File: src/serial_status_pkg.sv
// constants for the serial port status, compare and interrupt mask block
package serial_status_pkg;

    // register byte addresses on the bus
    localparam logic [31:0] RECEIVE_COMPARE_A_ADDR      = 32'hFFFBC038;
    localparam logic [31:0] RECEIVE_COMPARE_B_ADDR      = 32'hFFFBC03C;
    localparam logic [31:0] PORT_STATUS_ADDR            = 32'hFFFBC040;
    localparam logic [31:0] INTERRUPT_ENABLE_SET_ADDR   = 32'hFFFBC044;
    localparam logic [31:0] INTERRUPT_ENABLE_CLEAR_ADDR = 32'hFFFBC048;
    localparam logic [31:0] INTERRUPT_MASK_VIEW_ADDR    = 32'hFFFBC04C;

    // widths
    localparam int COMPARE_WIDTH = 16;
    localparam int EVENT_COUNT   = 12;
    localparam int DMA_WIDTH     = 16;

    // status bit positions
    localparam int TX_HOLDING_FREE_BIT        = 0;
    localparam int TX_ALL_SENT_BIT            = 1;
    localparam int TX_DMA_COUNT_DONE_BIT      = 2;
    localparam int TX_DMA_BUFFERS_DRAINED_BIT = 3;
    localparam int RX_WORD_AVAILABLE_BIT      = 4;
    localparam int RX_OVERRUN_FLAG_BIT        = 5;
    localparam int RX_DMA_COUNT_DONE_BIT      = 6;
    localparam int RX_DMA_BUFFERS_DRAINED_BIT = 7;
    localparam int COMPARE_MATCH_A_BIT        = 8;
    localparam int COMPARE_MATCH_B_BIT        = 9;
    localparam int TX_FRAME_SYNC_SEEN_BIT     = 10;
    localparam int RX_FRAME_SYNC_SEEN_BIT     = 11;
    localparam int TRANSMITTER_ON_BIT         = 16;
    localparam int RECEIVER_ON_BIT            = 17;

    // values after reset, and the zero dma count
    localparam logic [15:0] COMPARE_RESET = 16'h0000;
    localparam logic [11:0] MASK_RESET    = 12'h000;
    localparam logic [15:0] DMA_ZERO      = 16'h0000;

endpackage : serial_status_pkg

File: src/serial_port_status_irq.sv
// status flags, compare values and interrupt mask of a synchronous serial port
`timescale 1ns/1ns
`default_nettype none

// What this block does
// - two read-write 16-bit receive compare values, upper bits read zero
// - status bit 0 is 1 when the transmit holding register is empty
// - status bit 1 is 1 once last word fully shifted out
// - status bit 2 sets at transmit count zero, clears on count writes
// - status bit 3 is 1 when both transmit counters are zero
// - status bit 4 is 1 while a received word waits in holding register
// - status bit 5 sets on receive overwrite, clears on status read
// - status bit 6 sets at receive count zero, clears on count writes
// - status bit 7 is 1 when both receive counters are zero
// - status bit 8 sets on first compare match, clears on status read
// - status bit 9 sets on second compare match, clears on status read
// - status bit 10 sets on transmit frame sync, clears on status read
// - status bit 11 sets on receive frame sync, clears on status read
// - status bits 16 and 17 show transmitter and receiver enabled
// - write-only enable register sets mask bits where ones written
// - write-only disable register clears mask bits where ones written
// - mask register reads back enabled sources at status bit positions
// - edge select 0 takes rising frame sync edge, 1 takes falling
module serial_port_status_irq
(
    input  wire logic                                   clk_in,
    input  wire logic                                   reset_n_in,
    // avalon-mm slave
    input  wire logic [31:0]                            address_in,
    input  wire logic                                   read_in,
    input  wire logic                                   write_in,
    input  wire logic [31:0]                            writedata_in,
    output logic [31:0]                                 readdata_out,
    output logic                                        waitrequest_out,
    // transmit datapath strobes
    input  wire logic                                   tx_holding_write_in,
    input  wire logic                                   tx_holding_to_shift_in,
    input  wire logic                                   tx_shift_done_in,
    // receive datapath strobes
    input  wire logic                                   rx_holding_load_in,
    input  wire logic                                   rx_holding_read_in,
    // peripheral dma counters and their write strobes
    input  wire logic [serial_status_pkg::DMA_WIDTH-1:0] tx_dma_count_in,
    input  wire logic [serial_status_pkg::DMA_WIDTH-1:0] tx_dma_next_count_in,
    input  wire logic                                   tx_dma_count_write_in,
    input  wire logic [serial_status_pkg::DMA_WIDTH-1:0] rx_dma_count_in,
    input  wire logic [serial_status_pkg::DMA_WIDTH-1:0] rx_dma_next_count_in,
    input  wire logic                                   rx_dma_count_write_in,
    // events and levels from the rest of the port
    input  wire logic                                   compare_match_a_in,
    input  wire logic                                   compare_match_b_in,
    input  wire logic                                   tx_frame_sync_pin_in,
    input  wire logic                                   sync_edge_select_in,
    input  wire logic                                   rx_sync_event_in,
    input  wire logic                                   transmitter_on_in,
    input  wire logic                                   receiver_on_in,
    // outputs
    output logic [serial_status_pkg::COMPARE_WIDTH-1:0] compare_a_out,
    output logic [serial_status_pkg::COMPARE_WIDTH-1:0] compare_b_out,
    output logic                                        irq_out
);
    import serial_status_pkg::*;

    // overview of the block:
    // - one bus slave, no buffering
    // - every access takes one wait cycle
    // - reads captured at the first edge
    // - writes land at the second edge
    // - read-cleared flags drop at the
    //   capture edge, so the value that
    //   software sees is the one cleared
    // - an event in that same cycle wins
    //   and shows on the following read
    // - level flags follow their inputs
    //   with no register in between
    // - sticky flags hold until cleared
    // - only the frame sync pin is async
    // - all other strobes share clk_in
    // limitation: no byte enables, whole
    // words only; narrow writes would
    // need a merge in front of this block
    // trade-off: fixed wait cycle keeps
    // the read path registered and short

    logic                     ack;
    logic                     access_go;
    logic                     read_go;
    logic                     write_go;
    logic                     status_read;
    logic                     tx_holding_full;
    logic                     tx_shift_busy;
    logic                     rx_holding_full;
    logic [EVENT_COUNT-1:0]   sticky;
    logic [EVENT_COUNT-1:0]   status_low;
    logic [EVENT_COUNT-1:0]   mask;
    logic [31:0]              status_word;
    logic [31:0]              next_readdata;
    logic                     sync_meta;
    logic                     sync_stable;
    logic                     sync_prev;
    logic                     tx_sync_event;
    logic                     tx_dma_drained;
    logic                     rx_dma_drained;

    // bus handshake notes:
    // - ack is high only in the second
    //   cycle of a request
    // - waitrequest drops while ack is up
    // - the master must hold its request
    //   until it sees waitrequest low
    // - dropping early loses the write
    //   but a read is already captured
    // - read_go marks the capture edge
    // - write_go marks the commit edge
    // hazard: a read that ends before its
    // second cycle still clears the
    // read-sensitive flags
    // every access waits one cycle; the read data is captured on the first edge
    assign waitrequest_out = (read_in | write_in) & ~ack;
    assign access_go       = (read_in | write_in) & ~ack;
    assign read_go         = read_in & ~ack;
    assign write_go        = write_in & ack;
    assign status_read     = read_go & (address_in == PORT_STATUS_ADDR);

    // one-cycle acknowledge, so back-to-back requests each wait again
    always_ff @(posedge clk_in or negedge reset_n_in) begin
        if (!reset_n_in) begin
            ack <= 1'b0;
        end else begin
            ack <= access_go;
        end
    end

    // compare registers:
    // - only bits 15:0 are stored
    // - upper write bits are dropped
    // - reads return zero above bit 15
    // - both feed the match logic outside
    // - a write here never raises a match
    //   by itself; the outside logic does
    // limitation: no protection against a
    // match racing a compare update
    // compare values steer the external match logic
    always_ff @(posedge clk_in or negedge reset_n_in) begin
        if (!reset_n_in) begin
            compare_a_out <= COMPARE_RESET;
            compare_b_out <= COMPARE_RESET;
        end else if (write_go) begin
            if (address_in == RECEIVE_COMPARE_A_ADDR) begin
                compare_a_out <= writedata_in[COMPARE_WIDTH-1:0];
            end
            if (address_in == RECEIVE_COMPARE_B_ADDR) begin
                compare_b_out <= writedata_in[COMPARE_WIDTH-1:0];
            end
        end
    end

    // interrupt mask:
    // - set and clear use two addresses
    // - ones act, zeros leave bits alone
    // - no read-modify-write is needed
    // - only bits 11:0 exist
    // - the view register reads it back
    // why: separate set and clear let
    // two drivers touch different bits
    // without losing each other's update
    // mask set and clear through separate write-only registers
    always_ff @(posedge clk_in or negedge reset_n_in) begin
        if (!reset_n_in) begin
            mask <= MASK_RESET;
        end else if (write_go) begin
            if (address_in == INTERRUPT_ENABLE_SET_ADDR) begin
                mask <= mask | writedata_in[EVENT_COUNT-1:0];
            end else if (address_in == INTERRUPT_ENABLE_CLEAR_ADDR) begin
                mask <= mask & ~writedata_in[EVENT_COUNT-1:0];
            end
        end
    end

    // transmit occupancy:
    // - holding full after a data write
    // - emptied when the word moves on
    // - shifter busy from the move until
    //   the shift-done strobe
    // - all sent needs both to be idle
    // hazard: a write and a move in one
    // cycle mean a new word arrived as
    // the old one left, so full stays
    // limitation: the shifter's own bit
    // count lives outside this block
    // transmit holding and shift occupancy; a fresh write wins over the move
    always_ff @(posedge clk_in or negedge reset_n_in) begin
        if (!reset_n_in) begin
            tx_holding_full <= 1'b0;
            tx_shift_busy   <= 1'b0;
        end else begin
            if (tx_holding_write_in) begin
                tx_holding_full <= 1'b1;
            end else if (tx_holding_to_shift_in) begin
                tx_holding_full <= 1'b0;
            end
            if (tx_holding_to_shift_in) begin
                tx_shift_busy <= 1'b1;
            end else if (tx_shift_done_in) begin
                tx_shift_busy <= 1'b0;
            end
        end
    end

    // receive occupancy:
    // - set by a load from the shifter
    // - cleared by a software read
    // - a load and a read together mean
    //   a fresh word, so it stays full
    // - overrun is judged on this flag
    // receive holding occupancy; a load in the read cycle keeps it full
    always_ff @(posedge clk_in or negedge reset_n_in) begin
        if (!reset_n_in) begin
            rx_holding_full <= 1'b0;
        end else if (rx_holding_load_in) begin
            rx_holding_full <= 1'b1;
        end else if (rx_holding_read_in) begin
            rx_holding_full <= 1'b0;
        end
    end

    // frame sync edge detection:
    // - two flops take the pin into clk_in
    // - a third keeps the previous level
    // - edge select picks rise or fall
    // - all reset low to match an idle
    //   low pin, so no edge after reset
    // - pulses shorter than one clock
    //   may be missed; that is accepted
    // - the event shows two edges late
    // limitation: a pin held high through
    // reset gives one rising event
    // frame sync pin comes from outside, so two flops before the edge logic
    always_ff @(posedge clk_in or negedge reset_n_in) begin
        if (!reset_n_in) begin
            sync_meta   <= 1'b0;
            sync_stable <= 1'b0;
            sync_prev   <= 1'b0;
        end else begin
            sync_meta   <= tx_frame_sync_pin_in;
            sync_stable <= sync_meta;
            sync_prev   <= sync_stable;
        end
    end

    assign tx_sync_event = sync_edge_select_in ? (sync_prev & ~sync_stable)
                                               : (~sync_prev & sync_stable);
    assign tx_dma_drained = (tx_dma_count_in == DMA_ZERO) && (tx_dma_next_count_in == DMA_ZERO);
    assign rx_dma_drained = (rx_dma_count_in == DMA_ZERO) && (rx_dma_next_count_in == DMA_ZERO);

    // sticky flag notes:
    // - read-cleared: overrun, both
    //   matches, both frame syncs
    // - count-cleared: both dma done
    // - dma done is set while the count
    //   is zero, so a counter write with
    //   a zero count leaves it set
    // - overrun: load while full and no
    //   read in the same cycle
    // - slots 0,1,3,4,7 are level bits
    //   and are overlaid in status_low
    // why: later nonblocking writes win,
    // so the set terms go last
    // sticky flags: the set term is applied last so an event never gets lost
    always_ff @(posedge clk_in or negedge reset_n_in) begin
        if (!reset_n_in) begin
            sticky <= '0;
        end else begin
            if (status_read) begin
                sticky[RX_OVERRUN_FLAG_BIT]    <= 1'b0;
                sticky[COMPARE_MATCH_A_BIT]    <= 1'b0;
                sticky[COMPARE_MATCH_B_BIT]    <= 1'b0;
                sticky[TX_FRAME_SYNC_SEEN_BIT] <= 1'b0;
                sticky[RX_FRAME_SYNC_SEEN_BIT] <= 1'b0;
            end
            if (tx_dma_count_write_in) begin
                sticky[TX_DMA_COUNT_DONE_BIT] <= 1'b0;
            end
            if (rx_dma_count_write_in) begin
                sticky[RX_DMA_COUNT_DONE_BIT] <= 1'b0;
            end
            if (tx_dma_count_in == DMA_ZERO) begin
                sticky[TX_DMA_COUNT_DONE_BIT] <= 1'b1;
            end
            if (rx_dma_count_in == DMA_ZERO) begin
                sticky[RX_DMA_COUNT_DONE_BIT] <= 1'b1;
            end
            if (rx_holding_load_in && rx_holding_full && !rx_holding_read_in) begin
                sticky[RX_OVERRUN_FLAG_BIT] <= 1'b1;
            end
            if (compare_match_a_in) begin
                sticky[COMPARE_MATCH_A_BIT] <= 1'b1;
            end
            if (compare_match_b_in) begin
                sticky[COMPARE_MATCH_B_BIT] <= 1'b1;
            end
            if (tx_sync_event) begin
                sticky[TX_FRAME_SYNC_SEEN_BIT] <= 1'b1;
            end
            if (rx_sync_event_in) begin
                sticky[RX_FRAME_SYNC_SEEN_BIT] <= 1'b1;
            end
        end
    end

    // status word layout:
    // - bits 11:0 are event and level
    //   flags, same order as the mask
    // - bits 17:16 are the enables
    // - reserved bits read zero
    // - levels are live, not registered
    // live status view; the unused sticky slots stay at zero
    always_comb begin
        status_low                             = sticky;
        status_low[TX_HOLDING_FREE_BIT]        = ~tx_holding_full;
        status_low[TX_ALL_SENT_BIT]            = ~tx_holding_full & ~tx_shift_busy;
        status_low[TX_DMA_BUFFERS_DRAINED_BIT] = tx_dma_drained;
        status_low[RX_WORD_AVAILABLE_BIT]      = rx_holding_full;
        status_low[RX_DMA_BUFFERS_DRAINED_BIT] = rx_dma_drained;
        status_word                            = '0;
        status_word[EVENT_COUNT-1:0]           = status_low;
        status_word[TRANSMITTER_ON_BIT]        = transmitter_on_in;
        status_word[RECEIVER_ON_BIT]           = receiver_on_in;
    end

    // read mux notes:
    // - full 32-bit address compare
    // - no error response is given
    // - write-only registers read zero
    // read mux; write-only and unmapped addresses read as zero
    always_comb begin
        next_readdata = '0;
        unique case (address_in)
            RECEIVE_COMPARE_A_ADDR:   next_readdata[COMPARE_WIDTH-1:0] = compare_a_out;
            RECEIVE_COMPARE_B_ADDR:   next_readdata[COMPARE_WIDTH-1:0] = compare_b_out;
            PORT_STATUS_ADDR:         next_readdata = status_word;
            INTERRUPT_MASK_VIEW_ADDR: next_readdata[EVENT_COUNT-1:0] = mask;
            default:                  next_readdata = '0;
        endcase
    end

    // read data captured at the edge that also clears the read-sensitive flags
    always_ff @(posedge clk_in or negedge reset_n_in) begin
        if (!reset_n_in) begin
            readdata_out <= '0;
        end else if (read_go) begin
            readdata_out <= next_readdata;
        end
    end

    // interrupt output:
    // - any flag with its mask bit set
    // - level bits count as sources too
    // - clears one cycle after the cause
    // trade-off: one cycle of latency
    // buys a clean level for the pin
    // registered interrupt, one cycle behind the flags to keep it glitch free
    always_ff @(posedge clk_in or negedge reset_n_in) begin
        if (!reset_n_in) begin
            irq_out <= 1'b0;
        end else begin
            irq_out <= |(status_low & mask);
        end
    end

endmodule // serial_port_status_irq

`default_nettype wire

File: config.mk
export PLATFORM = sky130hd
export DESIGN_NAME = serial_port_status_irq
export DESIGN_NICKNAME = d
export VERILOG_FILES = /design/src/serial_status_pkg.sv /design/src/serial_port_status_irq.sv
export SDC_FILE = /design/constraint.sdc
export NUM_CORES = 1
export LEC_CHECK = 0
export BUFFER_PORTS_ARGS = -buffer_cell sky130_fd_sc_hd__buf_2
export CAP_MARGIN = 30
export CORE_UTILIZATION = 50
export CTS_BUF_LIST = sky130_fd_sc_hd__clkbuf_2
export CTS_CLUSTER_DIAMETER = 150
export DETAILED_ROUTE_END_ITERATION = 12
export GPL_ROUTABILITY_DRIVEN = 0
export PLACE_DENSITY = 0.92
export SETUP_SLACK_MARGIN = 0.3
export SYNTH_ARGS = -nofsm -noshare
export SYNTH_HDL_FRONTEND = slang
export SYNTH_SLANG_ARGS = --single-unit
File: constraint.sdc
create_clock -name clk_in -period 2.7 [get_ports clk_in]
set_clock_uncertainty 0.05 [all_clocks]
set_input_delay 0.54 -clock clk_in [delete_from_list [all_inputs] [get_ports clk_in]]
set_output_delay 0.54 -clock clk_in [all_outputs]
set_load 0.01 [all_outputs]
Word level (Yosys, flattened, before mapping)
Index checks and enable logic that the tools add are counted.
{"block": "word_totals", "in_bits": 146, "ff_bits": 91, "out_inout_bits": 66}
{"block": "op_classes", "bitwise": 17, "n_eq_ne": 6, "n_reduce_logical": 24, "mux": 23}
{"operator": "$eq 32x32->1 const B", "count": 6}
{"operator": "$logic_not 16->1", "count": 4}
{"operator": "$pmux 12 s4", "count": 1}
{"operator": "$and 12x12->12", "count": 2}
{"operator": "$mux 12", "count": 2}
{"operator": "$reduce_bool 2->1", "count": 11}
{"operator": "$mux 1", "count": 17}
{"operator": "$not 12->12", "count": 1}
{"operator": "$or 12x12->12", "count": 1}
{"operator": "$reduce_or 12->1", "count": 1}
{"operator": "$pmux 4 s2", "count": 1}
{"operator": "$and 1x1->1", "count": 7}
{"operator": "$reduce_and 2->1", "count": 3}
{"operator": "$not 1->1", "count": 5}
{"operator": "$logic_and 1x1->1", "count": 4}
{"operator": "$mux 4", "count": 1}
{"operator": "$mux 2", "count": 1}
{"operator": "$logic_not 1->1", "count": 1}
{"operator": "$or 1x1->1", "count": 1}

Logic depth before layout (Yosys ltp)
{"block": "logic_depth", "word_depth": 5, "depth_mapped": 7, "ltp_nobuf": 5}

Worst setup path before layout
No wires, ideal clock.
{"block": "synth_path", "kind": "input-to-reg", "from": "input port address_in[9]", "to": "register compare_a_out[10] (netlist name)", "arrival_time_ns": 2.533, "n_path_buf": 2, "cell_stages": 7, "path_slack_ns": -0.011, "t_required_ns": 2.523, "cell_sequence": "or4_1 or4_4 nor2_4 and4b_1 buf_4 buf_6 mux2_1"}
{"block": "synth_via", "elab_chain_len": 2}
{"item": "start: declaration", "line_no": "serial_port_status_irq.sv:29", "rtl": "input wire logic [31:0] address_in,"}
{"item": "$eq 32x32->1", "line_no": "serial_port_status_irq.sv:149", "rtl": "if (address_in == RECEIVE_COMPARE_A_ADDR) begin"}
{"item": "$reduce_and 2->1 (no line)"}
{"item": "end signal: assignment", "line_no": "serial_port_status_irq.sv:150", "rtl": "compare_a_out <= writedata_in[COMPARE_WIDTH-1:0];"}
{"item": "end: declaration", "line_no": "serial_port_status_irq.sv:58", "rtl": "output logic [serial_status_pkg::COMPARE_WIDTH-1:0] compare_a_out,"}
Every way passes these cells.
A chain may end at the register's enable or synchronous reset.

==> metrics.md <==
| Metric | Value |
|---|---|
| Core ar. | 7331 sq um |
| Bufs on Longest Clock Path | 2 |
| Fin Hold WS | 0.07925 ns |
| Initial detailed-routing violation count | 238 |
| Commonest non-fill, non-tap cell in the layout | buf_2 |
| Cells after Synth | 327 |
| Ys async rst share | 100.0% |
| Fin cells | 625 |
| Slew Limit Headroom | 48.85% |
| GRT Util Overall | 26.25% |
| Worst setup path class | in2reg |
| Synth Register Bits | 77 |
| H-tree Lvls | 3 |
| Setup Total Neg Slack | 0 ns |
| Mapped Area | 3835 sq um |
| Reg-to-reg startpoint | ack |
| Crit share post-route | 82.20% |
| Slew Limit Fails | 0 |
| # rows | 31 |
| Worst-path clk slew | 0.21 ns |
| TritonCTS clock tree | yes |
| Slowest CP cell | or4_1 |
| Outcome | completed |
| Skew-Pair Late Insertion Delay | 0.50 ns |
| Sequential area share after synthesis | 50.24% |
| Hold Vio Cnt, Final | 0 |
| Delay-heaviest family, CP | simple AND/OR/NAND/NOR gates |
| Largest net degree at the start of global routing | 78 |
| Die height | 89.58 um |
| Post-route ant nets | 0 |
| CP Launch Type | input pin |
| CTS Sinks | 77 |
| TritonCTS buffer count | 9 |
| Routed WL per cell | 16.86 um |
| Period minus WS final | 2.220 ns |
| Final worst slack | 0.4805 ns |
| Fmax | 0.4505 GHz |
| LEAKAGE | 2.694 nW |
| Top FF cell, synth | dfrtp_1 |
| R2R depth | 6 |
| Synth warnings | 0 |
| Power, Total | 2.001 mW |
| Detailed Place HPWL | 7.993 mm |
| Max stage delay on crit path | 0.54 ns |
| Die area | 8024 sq um |
| R2R setup slack | 0.86 ns |
| DRC | 0 |
| Share of cells above drive strength 1 | 52.85% |
| Dpl ws | -0.04666 ns |
| Detailed Route WL | 10.54 mm |
| Worst hold path class | in2reg |
| WP buf/inv | 3 |
| Most frequent cells in the layout | 180 x buf_2, 77 x dfrtp_1, 26 x mux2_2 |
| IO Port Bufs | 181 |
| Nets@finish | 667 |
| Final setup viols | 0 |
| P per Cell Area | 397.4 nW/um^2 |
| Max_cap viols | 0 |
| IO Count | 212 |
| Post-synth EDFFs | 0 |
| Slew @ Worst Pin | 0.7673 ns |
| VDD IR-drop max | 0.2475 mV |
| CP Max Fanout | 12 |
| Vias in the first global route | 3,229 |
| N_diodes | 0 |
| Via Count | 3,442 |
| Hold depth | 1 |
| CP endpoint kind | flip-flop |
| GRT overflow | 0 |
| Initial antenna violation count | 0 |
| Root Buffer | clkbuf_2 |
| DRT Pass-1 Iters | 5 |
| First-pass GRT wire length | 15.62 mm |
| Critical-path cell list | buf_2 -> or4_1 -> or4_4 -> buf_4 -> nor4_4 -> buf_12 -> nand2_2 -> mux2_4 |
| Die width | 89.58 um |
| Vias per inst | 5.507 |
| Cell Count Post-Placement | 607 |
| Hold EP | sync_meta |
| Hold Crit Start | tx_frame_sync_pin_in |
| Arr. time, crit path | 2.58 ns |
| Synth unique cells | 48 |
| Initial Utilization | 52.31% |
| Syn Area/Cell | 11.73 sq um |
| WP data required | 3.06 ns |
| RSZ-0062 raised after global routing | no |
| Synth-to-Final Area Change | 31.29% |
## synthesized netlist by cell type (2+ instances only)
master | instances | area share (%)
dfrtp_1 | 77 | 50
nand2_1 | 28 | 2.7
mux2_2 | 26 | 7.6
mux2_4 | 20 | 7.8
a21oi_1 | 17 | 2.2
nor4_1 | 17 | 2.8
buf_4 | 15 | 2.9
nor2_1 | 15 | 1.5
o21ai_0 | 11 | 1.4
mux2_1 | 10 | 2.9
nand4_1 | 10 | 1.6
a22o_1 | 9 | 2.1
clkbuf_1 | 6 | 0.59
inv_1 | 6 | 0.59
a21o_1 | 5 | 0.98
mux2i_1 | 4 | 1.0
nor3_1 | 4 | 0.52
a222oi_1 | 3 | 0.78
a22oi_1 | 3 | 0.59
buf_6 | 3 | 0.88
nand2_2 | 3 | 0.49
nand3_1 | 3 | 0.39
a221o_1 | 2 | 0.52
and4b_1 | 2 | 0.52
buf_1 | 2 | 0.20
nor2b_1 | 2 | 0.33
or3b_2 | 2 | 0.46
or4_1 | 2 | 0.39
## worst max path at each step
stage,start,endpoint,slack (ns),cells past startpoint
global route,address_in[9],flip-flop,0.48,8
global placement,address_in[9],flip-flop,-0.01,8
finish,address_in[9],flip-flop,0.48,8
detailed placement,address_in[9],flip-flop,-0.05,8
CTS,address_in[9],flip-flop,0.50,8
floorplan,address_in[9],compare_a_out[12],0.09,7
## kinds of logic after synthesis
logic type             after synthesis  share of synthesized area, %
AND/OR/NAND/NOR                    100                         14.94
flip-flops                          77                         50.24
other                                1                       0.09779
XOR/XNOR                             1                        0.2284
buffers and inverters               33                         5.318
multiplexers                        60                         19.45
AO/OA/AOI/OAI                       55                         9.723
## per-layer routing
layer	GRT usage (%)	part of all wire (%)
met5	0	0
met4	11.69	2.5
met3	3.291	6.5
met2	45.25	51
met1	33.31	40
## worst reg2reg max path, stage by stage, from the launching register on
cell and delay [ns]:
dfrtp_1 0.42, and2_1 0.23, nand3b_1 0.14, nor4_4 0.37
buf_12 0.19, nand2_2 0.07, mux2_4 0.30
## layout make-up
type | count | area (sq um)
fill | 573 | 2296
inverter | 6 | 22.52
tap | 99 | 123.9
clock inverter | 6 | 38.79
timing repair buffer | 197 | 1089
sequential | 77 | 1927
multi-input combinational | 230 | 1784
clock buffer | 10 | 50.05
## what timing repair did
action,CTS,global route
hold endpoints to repair,0,77
setup buffers,0,0
hold buffers,0,1
gates resized for setup,0,0
## metrics by stage
step | util, % | instance area, sq um
floorplan | - | 3916
global placement | 66.96 | 4908
detailed placement | 66.96 | 4908
CTS | 68.17 | 4997
global route | 68.68 | 5035
finish | 68.68 | 5035
## power breakdown
| group | leakage, nW | internal (mW) | switching [mW] |
|---|---|---|---|
| clock | 0.0597 | 0.124 | 0.400 |
| combinational | 1.62 | 0.124 | 0.149 |
| sequential | 1.01 | 1.19 | 0.0193 |
(Power assumes the default switching activity.)
